<file path="src/rtl/adc_qseq_map.svh">
// register map, command word fields and conversion timing of the queue sequencer
// assumes: included by the package and the sequencer; APB byte addresses, 32-bit words
`ifndef ADC_QSEQ_MAP_SVH
`define ADC_QSEQ_MAP_SVH

`define ADR_CTRL0       12'h000
`define ADR_Q1_CTL      12'h004
`define ADR_Q2_CTL      12'h008
`define ADR_STATUS      12'h00C
`define CMD_PAGE        4'h1
`define RES_PAGE        4'h2

`define C0_Q2START_LSB  0
`define C0_DIV_LSB      8
`define C0_Q2START_RST  7'h40
`define C0_DIV_RST      8'h0B

`define QC_SWTRIG       0
`define QC_EXTSEL       1
`define QC_CONT         2
`define QC_RESUME       3
`define QC_ARM          4

`define ST_Q1_LSB       0
`define ST_Q2_LSB       4
`define ST_CF_LSB       8
`define ST_PF_LSB       9
`define ST_TOR_LSB      10
`define ST_Q_STEP       4

`define CW_W            10
`define CW_FST_LSB      6
`define CW_BYP          8
`define CW_PAUSE        9
`define END_OF_QUEUE_CODE 6'h3F

`define INIT_CYC        5'h02
`define FINAL_MIN_CYC   5'h02
`define RESOLVE_CYC     5'h0A
`define RES_W           10

`endif

</file>
<file path="src/rtl/qseq_pkg.sv">
// types shared by the queue sequencer
// assumes: the map header is on the include path
`include "adc_qseq_map.svh"

package qseq_pkg;
    typedef enum logic [2:0] {Q_IDLE, Q_ACTIVE, Q_PAUSED, Q_PENDING, Q_SUSPENDED} qstat_t;
    typedef enum logic {ENG_IDLE, ENG_CONV} eng_t;
    typedef enum logic [1:0] {PH_NONE, PH_BUFFERED, PH_FINAL, PH_RESOLVE} phase_t;
    typedef enum logic [2:0] {SEL_NONE, SEL_CTRL0, SEL_Q1, SEL_Q2, SEL_STAT, SEL_CMD,
                              SEL_RES} sel_t;
endpackage

</file>
<file path="src/rtl/adc_queue_sequencer.sv">
// two-queue command word sequencer for a successive-approximation converter
// assumes: APB master on i_clk_sys, converter core samples o_conv_* each cycle
//
// Chosen here: the APB slave port and the address map.
`timescale 1ns/1ns
`include "adc_qseq_map.svh"

module adc_queue_sequencer
    import qseq_pkg::*;
(
    // clock and reset
    input  wire logic               i_clk_sys,
    input  wire logic               i_reset,
    // apb slave
    input  wire logic               i_psel,
    input  wire logic               i_penable,
    input  wire logic               i_pwrite,
    input  wire logic [11:0]        i_paddr,
    input  wire logic [31:0]        i_pwdata,
    output logic      [31:0]        o_prdata,
    output logic                    o_pready,
    output logic                    o_pslverr,
    // external trigger pins
    input  wire logic               i_ext_trig_one,
    input  wire logic               i_ext_trig_two,
    // converter core
    output logic                    o_conv_start,
    output logic      [5:0]         o_conv_channel,
    output phase_t                  o_conv_phase,
    input  wire logic [`RES_W-1:0]  i_conv_result
);

    logic [`CW_W-1:0]  cmd_mem [0:63];
    logic [`RES_W-1:0] res_mem [0:63];

    logic [6:0]  q2_start_q;
    logic [7:0]  div_q;
    logic [7:0]  div_cnt_q;
    logic        ext_q   [2];
    logic        cont_q  [2];
    logic        resume_q;
    logic        sw_q    [2];
    logic [2:0]  sync_q  [2];
    logic        lvl_q   [2];
    logic        arm_q   [2];
    qstat_t      st_q    [2];
    logic [6:0]  ptr_q   [2];
    logic        cf_q    [2];
    logic        pf_q    [2];
    logic        tor_q   [2];
    logic [6:0]  sub2_q;
    eng_t        eng_q;
    logic        run_q;
    logic [4:0]  cnt_q;
    logic [`CW_W-1:0] cw_q;

    logic        setup_c;
    logic        wr_c;
    sel_t        sel_c;
    logic [31:0] rd_c;
    logic        tick_c;
    logic        edge_c  [2];
    logic        trig_c  [2];
    logic        abort2_c;
    logic        q_c;
    logic [6:0]  ptr_c;
    logic [6:0]  nptr_c;
    logic [`CW_W-1:0] word_c;
    logic [`CW_W-1:0] nword_c;
    logic        end_c;
    logic        nend_c;
    logic        go_c;
    logic        done_c;

    function automatic sel_t decode(input logic [11:0] a);
        if (a[1:0] != 2'h0) begin
            decode = SEL_NONE;
        end else if (a[11:8] == `CMD_PAGE) begin
            decode = SEL_CMD;
        end else if (a[11:8] == `RES_PAGE) begin
            decode = SEL_RES;
        end else begin
            case (a)
                `ADR_CTRL0:  decode = SEL_CTRL0;
                `ADR_Q1_CTL: decode = SEL_Q1;
                `ADR_Q2_CTL: decode = SEL_Q2;
                `ADR_STATUS: decode = SEL_STAT;
                default:     decode = SEL_NONE;
            endcase
        end
    endfunction

    // end of queue seen at a word position
    function automatic logic is_end(input logic q, input logic [6:0] p,
                                    input logic [`CW_W-1:0] w, input logic [6:0] start2);
        is_end = p[6]
               | (w[5:0] == `END_OF_QUEUE_CODE)
               | (!q && (p == start2));
    endfunction

    function automatic logic [4:0] pre_len(input logic [`CW_W-1:0] w);
        pre_len = w[`CW_BYP] ? 5'h00 : `INIT_CYC;
    endfunction

    function automatic logic [4:0] conv_len(input logic [`CW_W-1:0] w);
        conv_len = pre_len(w) + (`FINAL_MIN_CYC << w[`CW_FST_LSB +: 2])
                 + `RESOLVE_CYC;
    endfunction

    function automatic phase_t phase_of(input logic [`CW_W-1:0] w, input logic [4:0] c);
        if (c < pre_len(w)) begin
            phase_of = PH_BUFFERED;
        end else if (c < pre_len(w) + (`FINAL_MIN_CYC << w[`CW_FST_LSB +: 2])) begin
            phase_of = PH_FINAL;
        end else begin
            phase_of = PH_RESOLVE;
        end
    endfunction

    // apb
    assign setup_c = i_psel & ~i_penable;
    assign wr_c    = i_psel & i_penable & i_pwrite & o_pready;
    assign sel_c   = decode(i_paddr);

    always_comb begin
        rd_c = 32'h0000_0000;
        case (sel_c)
            SEL_CTRL0: begin
                rd_c[`C0_Q2START_LSB +: 7] = q2_start_q;
                rd_c[`C0_DIV_LSB +: 8]     = div_q;
            end
            SEL_Q1, SEL_Q2: begin
                rd_c[`QC_EXTSEL] = ext_q[sel_c == SEL_Q2];
                rd_c[`QC_CONT]   = cont_q[sel_c == SEL_Q2];
                rd_c[`QC_RESUME] = (sel_c == SEL_Q2) & resume_q;
                rd_c[`QC_ARM]    = arm_q[sel_c == SEL_Q2];
            end
            SEL_STAT: begin
                rd_c[`ST_Q1_LSB +: 3] = st_q[0];
                rd_c[`ST_Q2_LSB +: 3] = st_q[1];
                for (int i = 0; i < 2; i++) begin
                    rd_c[`ST_CF_LSB + `ST_Q_STEP * i]  = cf_q[i];
                    rd_c[`ST_PF_LSB + `ST_Q_STEP * i]  = pf_q[i];
                    rd_c[`ST_TOR_LSB + `ST_Q_STEP * i] = tor_q[i];
                end
            end
            SEL_CMD:  rd_c[`CW_W-1:0]  = cmd_mem[i_paddr[7:2]];
            SEL_RES:  rd_c[`RES_W-1:0] = res_mem[i_paddr[7:2]];
            default:  rd_c = 32'h0000_0000;
        endcase
    end

    always_ff @(posedge i_clk_sys) begin
        if (i_reset) begin
            o_pready  <= 1'b0;
            o_prdata  <= 32'h0000_0000;
            o_pslverr <= 1'b0;
        end else begin
            o_pready <= setup_c;
            if (setup_c) begin
                o_prdata  <= rd_c;
                o_pslverr <= (sel_c == SEL_NONE);
            end
        end
    end

    always_ff @(posedge i_clk_sys) begin
        if (wr_c && sel_c == SEL_CMD) begin
            cmd_mem[i_paddr[7:2]] <= i_pwdata[`CW_W-1:0];
        end
    end

    always_ff @(posedge i_clk_sys) begin
        if (i_reset) begin
            q2_start_q <= `C0_Q2START_RST;
            div_q      <= `C0_DIV_RST;
        end else if (wr_c && sel_c == SEL_CTRL0) begin
            q2_start_q <= i_pwdata[`C0_Q2START_LSB +: 7];
            div_q      <= i_pwdata[`C0_DIV_LSB +: 8];
        end
    end

    always_ff @(posedge i_clk_sys) begin
        if (i_reset) begin
            resume_q <= 1'b0;
            for (int i = 0; i < 2; i++) begin
                ext_q[i]  <= 1'b0;
                cont_q[i] <= 1'b0;
                sw_q[i]   <= 1'b0;
            end
        end else begin
            for (int i = 0; i < 2; i++) begin
                sw_q[i] <= 1'b0;
                if (wr_c && sel_c == (i == 0 ? SEL_Q1 : SEL_Q2)) begin
                    ext_q[i]  <= i_pwdata[`QC_EXTSEL];
                    cont_q[i] <= i_pwdata[`QC_CONT];
                    sw_q[i]   <= i_pwdata[`QC_SWTRIG];
                end
            end
            if (wr_c && sel_c == SEL_Q2) begin
                resume_q <= i_pwdata[`QC_RESUME];
            end
        end
    end

    // conversion clock enable
    assign tick_c = (div_cnt_q == div_q);

    always_ff @(posedge i_clk_sys) begin
        if (i_reset || tick_c) begin
            div_cnt_q <= 8'h00;
        end else begin
            div_cnt_q <= div_cnt_q + 8'h01;
        end
    end

    // trigger pins: three stages, level accepted when stages two and three agree
    always_ff @(posedge i_clk_sys) begin
        if (i_reset) begin
            for (int i = 0; i < 2; i++) begin
                sync_q[i] <= 3'h0;
                lvl_q[i]  <= 1'b0;
            end
        end else begin
            sync_q[0] <= {sync_q[0][1:0], i_ext_trig_one};
            sync_q[1] <= {sync_q[1][1:0], i_ext_trig_two};
            for (int i = 0; i < 2; i++) begin
                if (sync_q[i][1] == sync_q[i][2]) begin
                    lvl_q[i] <= sync_q[i][2];
                end
            end
        end
    end

    always_comb begin
        for (int i = 0; i < 2; i++) begin
            edge_c[i] = (sync_q[i][1] == sync_q[i][2]) & sync_q[i][2] & ~lvl_q[i];
            trig_c[i] = arm_q[i] & (ext_q[i] ? edge_c[i] : sw_q[i]);
        end
    end

    // sequencing
    assign abort2_c = trig_c[0] & (st_q[1] == Q_ACTIVE);
    assign q_c      = (eng_q == ENG_CONV) ? run_q : (st_q[0] != Q_ACTIVE);
    assign ptr_c    = ptr_q[q_c];
    assign nptr_c   = ptr_c + 7'h01;
    assign word_c   = cmd_mem[ptr_c[5:0]];
    assign nword_c  = cmd_mem[nptr_c[5:0]];
    assign end_c    = is_end(q_c, ptr_c, word_c, q2_start_q);
    assign nend_c   = is_end(q_c, nptr_c, nword_c, q2_start_q);
    assign go_c     = (eng_q == ENG_IDLE) && (st_q[q_c] == Q_ACTIVE) && !(q_c && abort2_c);
    assign done_c   = (eng_q == ENG_CONV) && tick_c && !(run_q && abort2_c)
                      && (cnt_q == 5'(conv_len(cw_q) - 5'h01));

    always_ff @(posedge i_clk_sys) begin
        if (done_c) begin
            res_mem[ptr_c[5:0]] <= i_conv_result;
        end
    end

    always_ff @(posedge i_clk_sys) begin
        if (i_reset) begin
            eng_q          <= ENG_IDLE;
            run_q          <= 1'b0;
            cnt_q          <= 5'h00;
            cw_q           <= '0;
            sub2_q         <= 7'h00;
            o_conv_start   <= 1'b0;
            o_conv_channel <= 6'h00;
            o_conv_phase   <= PH_NONE;
            for (int i = 0; i < 2; i++) begin
                st_q[i]  <= Q_IDLE;
                ptr_q[i] <= 7'h00;
                arm_q[i] <= 1'b0;
                cf_q[i]  <= 1'b0;
                pf_q[i]  <= 1'b0;
                tor_q[i] <= 1'b0;
            end
        end else begin
            o_conv_start <= 1'b0;
            // software clears first so that a same-cycle set wins
            for (int i = 0; i < 2; i++) begin
                if (wr_c && sel_c == SEL_STAT) begin
                    cf_q[i]  <= cf_q[i] & ~i_pwdata[`ST_CF_LSB + `ST_Q_STEP * i];
                    pf_q[i]  <= pf_q[i] & ~i_pwdata[`ST_PF_LSB + `ST_Q_STEP * i];
                    tor_q[i] <= tor_q[i] & ~i_pwdata[`ST_TOR_LSB + `ST_Q_STEP * i];
                end
                if (wr_c && sel_c == (i == 0 ? SEL_Q1 : SEL_Q2) && i_pwdata[`QC_ARM]) begin
                    arm_q[i] <= 1'b1;
                end
            end
            if (go_c) begin
                if (end_c) begin
                    cf_q[q_c] <= 1'b1;
                    st_q[q_c] <= Q_IDLE;
                    if (!cont_q[q_c]) begin
                        arm_q[q_c] <= 1'b0;
                    end
                end else begin
                    eng_q          <= ENG_CONV;
                    run_q          <= q_c;
                    cw_q           <= word_c;
                    cnt_q          <= 5'h00;
                    o_conv_start   <= 1'b1;
                    o_conv_channel <= word_c[5:0];
                    o_conv_phase   <= phase_of(word_c, 5'h00);
                end
            end else if (eng_q == ENG_CONV) begin
                if (run_q && abort2_c) begin
                    eng_q        <= ENG_IDLE;
                    o_conv_phase <= PH_NONE;
                end else if (done_c) begin
                    eng_q          <= ENG_IDLE;
                    o_conv_phase   <= PH_NONE;
                    ptr_q[run_q]   <= nptr_c;
                    if (cw_q[`CW_PAUSE]) begin
                        pf_q[run_q] <= 1'b1;
                    end
                    if (nend_c) begin
                        cf_q[run_q] <= 1'b1;
                        st_q[run_q] <= Q_IDLE;
                        if (!cont_q[run_q]) begin
                            arm_q[run_q] <= 1'b0;
                        end
                    end else if (cw_q[`CW_PAUSE]) begin
                        st_q[run_q] <= Q_PAUSED;
                    end
                end else if (tick_c) begin
                    cnt_q        <= cnt_q + 5'h01;
                    o_conv_phase <= phase_of(cw_q, cnt_q + 5'h01);
                end
            end
            // queue two waits while queue one runs
            if (!trig_c[0] && st_q[0] != Q_ACTIVE) begin
                if (st_q[1] == Q_PENDING) begin
                    st_q[1] <= Q_ACTIVE;
                end else if (st_q[1] == Q_SUSPENDED) begin
                    st_q[1] <= Q_ACTIVE;
                    if (!resume_q) begin
                        ptr_q[1] <= sub2_q;
                    end
                end
            end
            if (trig_c[0]) begin
                if (st_q[0] == Q_IDLE || st_q[0] == Q_PAUSED) begin
                    st_q[0] <= Q_ACTIVE;
                    if (st_q[0] == Q_IDLE) begin
                        ptr_q[0] <= 7'h00;
                    end
                end else begin
                    tor_q[0] <= 1'b1;
                end
                if (abort2_c) begin
                    st_q[1] <= Q_SUSPENDED;
                end
            end
            if (trig_c[1]) begin
                if (st_q[1] == Q_IDLE || st_q[1] == Q_PAUSED) begin
                    st_q[1] <= (st_q[0] == Q_ACTIVE || trig_c[0]) ? Q_PENDING
                                                                 : Q_ACTIVE;
                    if (st_q[1] == Q_IDLE) begin
                        ptr_q[1] <= q2_start_q;
                        sub2_q   <= q2_start_q;
                    end else begin
                        sub2_q   <= ptr_q[1];
                    end
                end else begin
                    tor_q[1] <= 1'b1;
                end
            end
        end
    end
endmodule

</file>
<file path="config.mk">
export PLATFORM = sky130hd
export DESIGN_NAME = adc_queue_sequencer
export DESIGN_NICKNAME = d
export VERILOG_FILES = /design/src/rtl/qseq_pkg.sv /design/src/rtl/adc_queue_sequencer.sv
export VERILOG_INCLUDE_DIRS = /design/src /design/src/rtl
export SDC_FILE = /design/constraint.sdc
export NUM_CORES = 2
export LEC_CHECK = 0
export BUFFER_PORTS_ARGS = -buffer_cell sky130_fd_sc_hd__buf_4
export CAP_MARGIN = 20
export CORE_UTILIZATION = 50
export CTS_CLUSTER_DIAMETER = 40
export DETAILED_ROUTE_END_ITERATION = 8
export HOLD_SLACK_MARGIN = 0.08
export PLACE_DENSITY = 0.73
export SLEW_MARGIN = 15
export SYNTH_ARGS = -nofsm -noshare
export SYNTH_HDL_FRONTEND = slang
export SYNTH_SLANG_ARGS = --single-unit
</file>
<file path="constraint.sdc">
create_clock -name i_clk_sys -period 6.05 [get_ports i_clk_sys]
set_input_delay 0 -clock i_clk_sys [delete_from_list [all_inputs] [get_ports i_clk_sys]]
set_output_delay 0 -clock i_clk_sys [all_outputs]
set_load 0.03 [all_outputs]
</file>
==> results.json <==
{
  "dp_cells": 5628,
  "synth_top_flop_cell": "edfxtp_1",
  "syn_to_final_growth_pct": 16.2,
  "final_cells": 6002,
  "cts_buffers": 161,
  "swShare": 0.254,
  "die_h_um": 354,
  "synth_edf_count": 1306,
  "max_slew_margin": 0.175,
  "cp.required_ns": 6.61,
  "grt_pass1_vias": 41890,
  "die_x_um": 354,
  "critPathMaxFanout": 11,
  "share_comb_of_total_power": 0.105,
  "fin_util": 0.589,
  "ctsHtreeMaxLevel": 4,
  "gr-max-usage-layer": "met2",
  "place_area_um2": 65900,
  "globalplace.congestion": 1.10,
  "antenna_left": 0,
  "grtUsageMet1": 0.484,
  "synthArstFlopShare": 0,
  "fin_setup_tns_ns": 0,
  "start_util": 0.507,
  "ys_ff_latch": 1391,
  "status": "complete, no violations",
  "finClkSkew_ns": 0.0587,
  "dp_hpwl_um": 150000,
  "avgRoutedWirePerCell_um": 38.2,
  "synthCells": 3897,
  "drive_gt1_frac": 0.252,
  "dr.pass1.iters": 6,
  "synthTopCellsByArea": "edfxtp_1 (63%), mux4_2 (14%), dfxtp_1 (2.7%)",
  "drv_cap": 0,
  "worstMarginPinSlew_ns": 1.23,
  "leakage_uw": 0.0233,
  "min_path_type": "in2reg",
  "ioPinCount": 104,
  "seq_area_frac_synth": 0.660,
  "final_common_cell": "edfxtp_1",
  "p_switching_uw": 5830,
  "via_per_inst": 7.26,
  "clock_latency_ns": 0.82,
  "p_int_uw": 17100,
  "power.share.clock": 0.434,
  "stdcell_area_um2": 72100,
  "drc": 0,
  "cts.sinks": 1391,
  "final_net_count": 4309,
  "clock_path_buffers": 3,
  "design.die.area_um2": 125000,
  "overflow": 0,
  "hold_viol": 0,
  "p_seq_frac": 0.461,
  "slew_viol_final": 0,
  "final_cell_mix": "edfxtp_1 (1,306), mux4_2 (381), buf_4 (363)",
  "ys_types": 100,
  "gr-usage-met3": 0.144,
  "gr-usage-met2": 0.511,
  "root_buffer": "clkbuf_16",
  "finalSetupViolCount": 0,
  "post-route-period-util": 0.950,
  "dr.first_iter.drc_count": 8134,
  "core_area_um2": 122000,
  "peakVddDrop_mv": 0.259,
  "port-buffer-count": 71,
  "startpoint_type": "flop",
  "vias": 43599,
  "syn_avg_cell_area_um2": 15.9,
  "period_minus_slack_ns": 5.75,
  "postCtsSetupRepairBufs": 0,
  "rsz0062_at_grt": "false",
  "ctsResizeCount": 0,
  "yosysTopAreaCell": "edfxtp_1",
  "grt_pass1_wl_um": 319000,
  "antenna_found_initial": 12,
  "grt_usage": 0.363,
  "routed_wl_um": 229000,
  "power.density_nw_per_um2": 318,
  "clk_pin_slew_worst_paths_ns": 0.06,
  "yosysWarnings": 0,
  "yosysTopAreaCellShare": 0.632,
  "rows": 128,
  "cts_tree": "yes",
  "grt_max_degree": 75,
  "syn_area_um2": 62000,
  "end_kind": "flop",
  "max_freq_ghz": 0.174,
  "holdWs_ns": 0.184,
  "crit_type": "reg2reg",
  "cp_data_arrival_time_ns": 6.31
}
-- through the flow --
stage | worst slack, ns | power (uW)
after detailed placement | 0.574 | 13000
final | 0.303 | 22900
after floorplan | 1.53 | 11900
after global routing | 0.291 | 23300
after CTS | 0.576 | 22800
after global placement | 0.647 | 13000
-- repair_timing --
action,4_1_cts,5_1_grt
endpoints found under the hold margin,1367,0
endpoints found under the setup margin,0,0
hold buffers,64,0
-- cell usage after synthesis, types with 8 or more instances --
cell type and instances:
nor4_1 36, a311oi_1 18, and2_1 27, nor2b_1 15, a211o_1 9, mux2_2 14
o2111ai_1 11, nor2_1 325, and3_1 49, nand4_1 58, a21oi_1 104, or3_1 10
nor4b_1 9, buf_4 36, xor2_1 11, nand2_1 172, or2_2 10, o22ai_1 163
o21ai_0 90, a22oi_1 42, buf_1 40, edfxtp_1 1306, inv_1 29, a211oi_1 47
mux4_2 381, clkbuf_1 132, xnor2_1 27, mux2i_1 61, ha_1 10, buf_6 8
o211ai_1 18, a2111oi_0 10, and4_1 19, a221oi_1 13, dfxtp_1 85, nand3b_1 9
or4_1 11, nor3_1 44, o221ai_1 62, nand2b_1 16, buf_2 68, o22a_1 10
a31oi_1 37, nand3_1 111
-- final cells by class --
class | count | area (um^2)
clock inverters | 118 | 1320
diodes | 5 | 12.5
inverters | 33 | 129
fillers | 8971 | 50300
clock buffers | 179 | 4180
flip-flops and latches | 1391 | 40900
well taps | 1625 | 2030
repair buffers | 448 | 3740
multi-input cells | 2203 | 19800
-- metal layers --
metal | wire length (um) | vias up | share of wire
met1 | 79800 | 21748 | 0.35
li1 | - | 16781 | -
met5 | 221 | - | 0.00096
met3 | 37300 | 869 | 0.16
met2 | 97000 | 4183 | 0.42
met4 | 14900 | 18 | 0.065
-- worst max-delay path, stage by stage, from the launching register on --
cell      delay (ns)
edfxtp_1        0.51
or3b_1          0.66
a21oi_2         0.57
nor2_1          0.19
inv_2           0.10
ha_1            0.25
inv_1           0.09
a21oi_1         0.23
buf_12          0.20
nor2_2          0.06
buf_4           0.18
a311oi_1        0.25
a211oi_1        0.08
o31ai_1         0.79
o32ai_1         0.36
a311o_1         0.50
and2_1          0.17
or3_1           0.32
-- final timing paths --
check / end / cells past startpoint / slack [ns] / start
min: o_pready / 3 / 0.18 / i_reset
min reg2reg: sync_q[0][1] / 1 / 0.46 / sync_q[0][0]
max: st_q[0][1] / 17 / 0.30 / st_q[0][1]
max reg2reg: st_q[0][1] / 17 / 0.30 / st_q[0][1]
-- power groups by stage --
| stage | Clock [uW] | Combinational [uW] | Sequential [uW] |
|---|---|---|---|
| finish | 9960 | 2410 | 10600 |
| floorplan | 0 | 1120 | 10800 |
| global route | 10400 | 2410 | 10600 |
| detailed placement | 0 | 2230 | 10800 |
| CTS | 9990 | 2270 | 10600 |
| global placement | 0 | 2220 | 10800 |
-- cells by family after synthesis --
logic type,Yosys count,synth area share
AO/OA/AOI/OAI,727,0.0817
XOR/XNOR,38,0.00537
adder cells (fa/ha/maj),10,0.00202
buffers and inverters,319,0.0239
flip-flops,1391,0.660
multiplexers,457,0.151
other,2,0.000121
AND/OR/NAND/NOR,953,0.0762
-- sequential cells by signal, indices dropped and copies added, names as in the netlist, 6 cells and up, named ones only --
signal / count
cmd_mem: 640
q2_start_q: 7
div_cnt_q: 8
ptr_q: 14
sub2_q: 7
div_q: 8
o_prdata: 16
res_mem: 640
sync_q: 6
(Power assumes the default switching activity.)
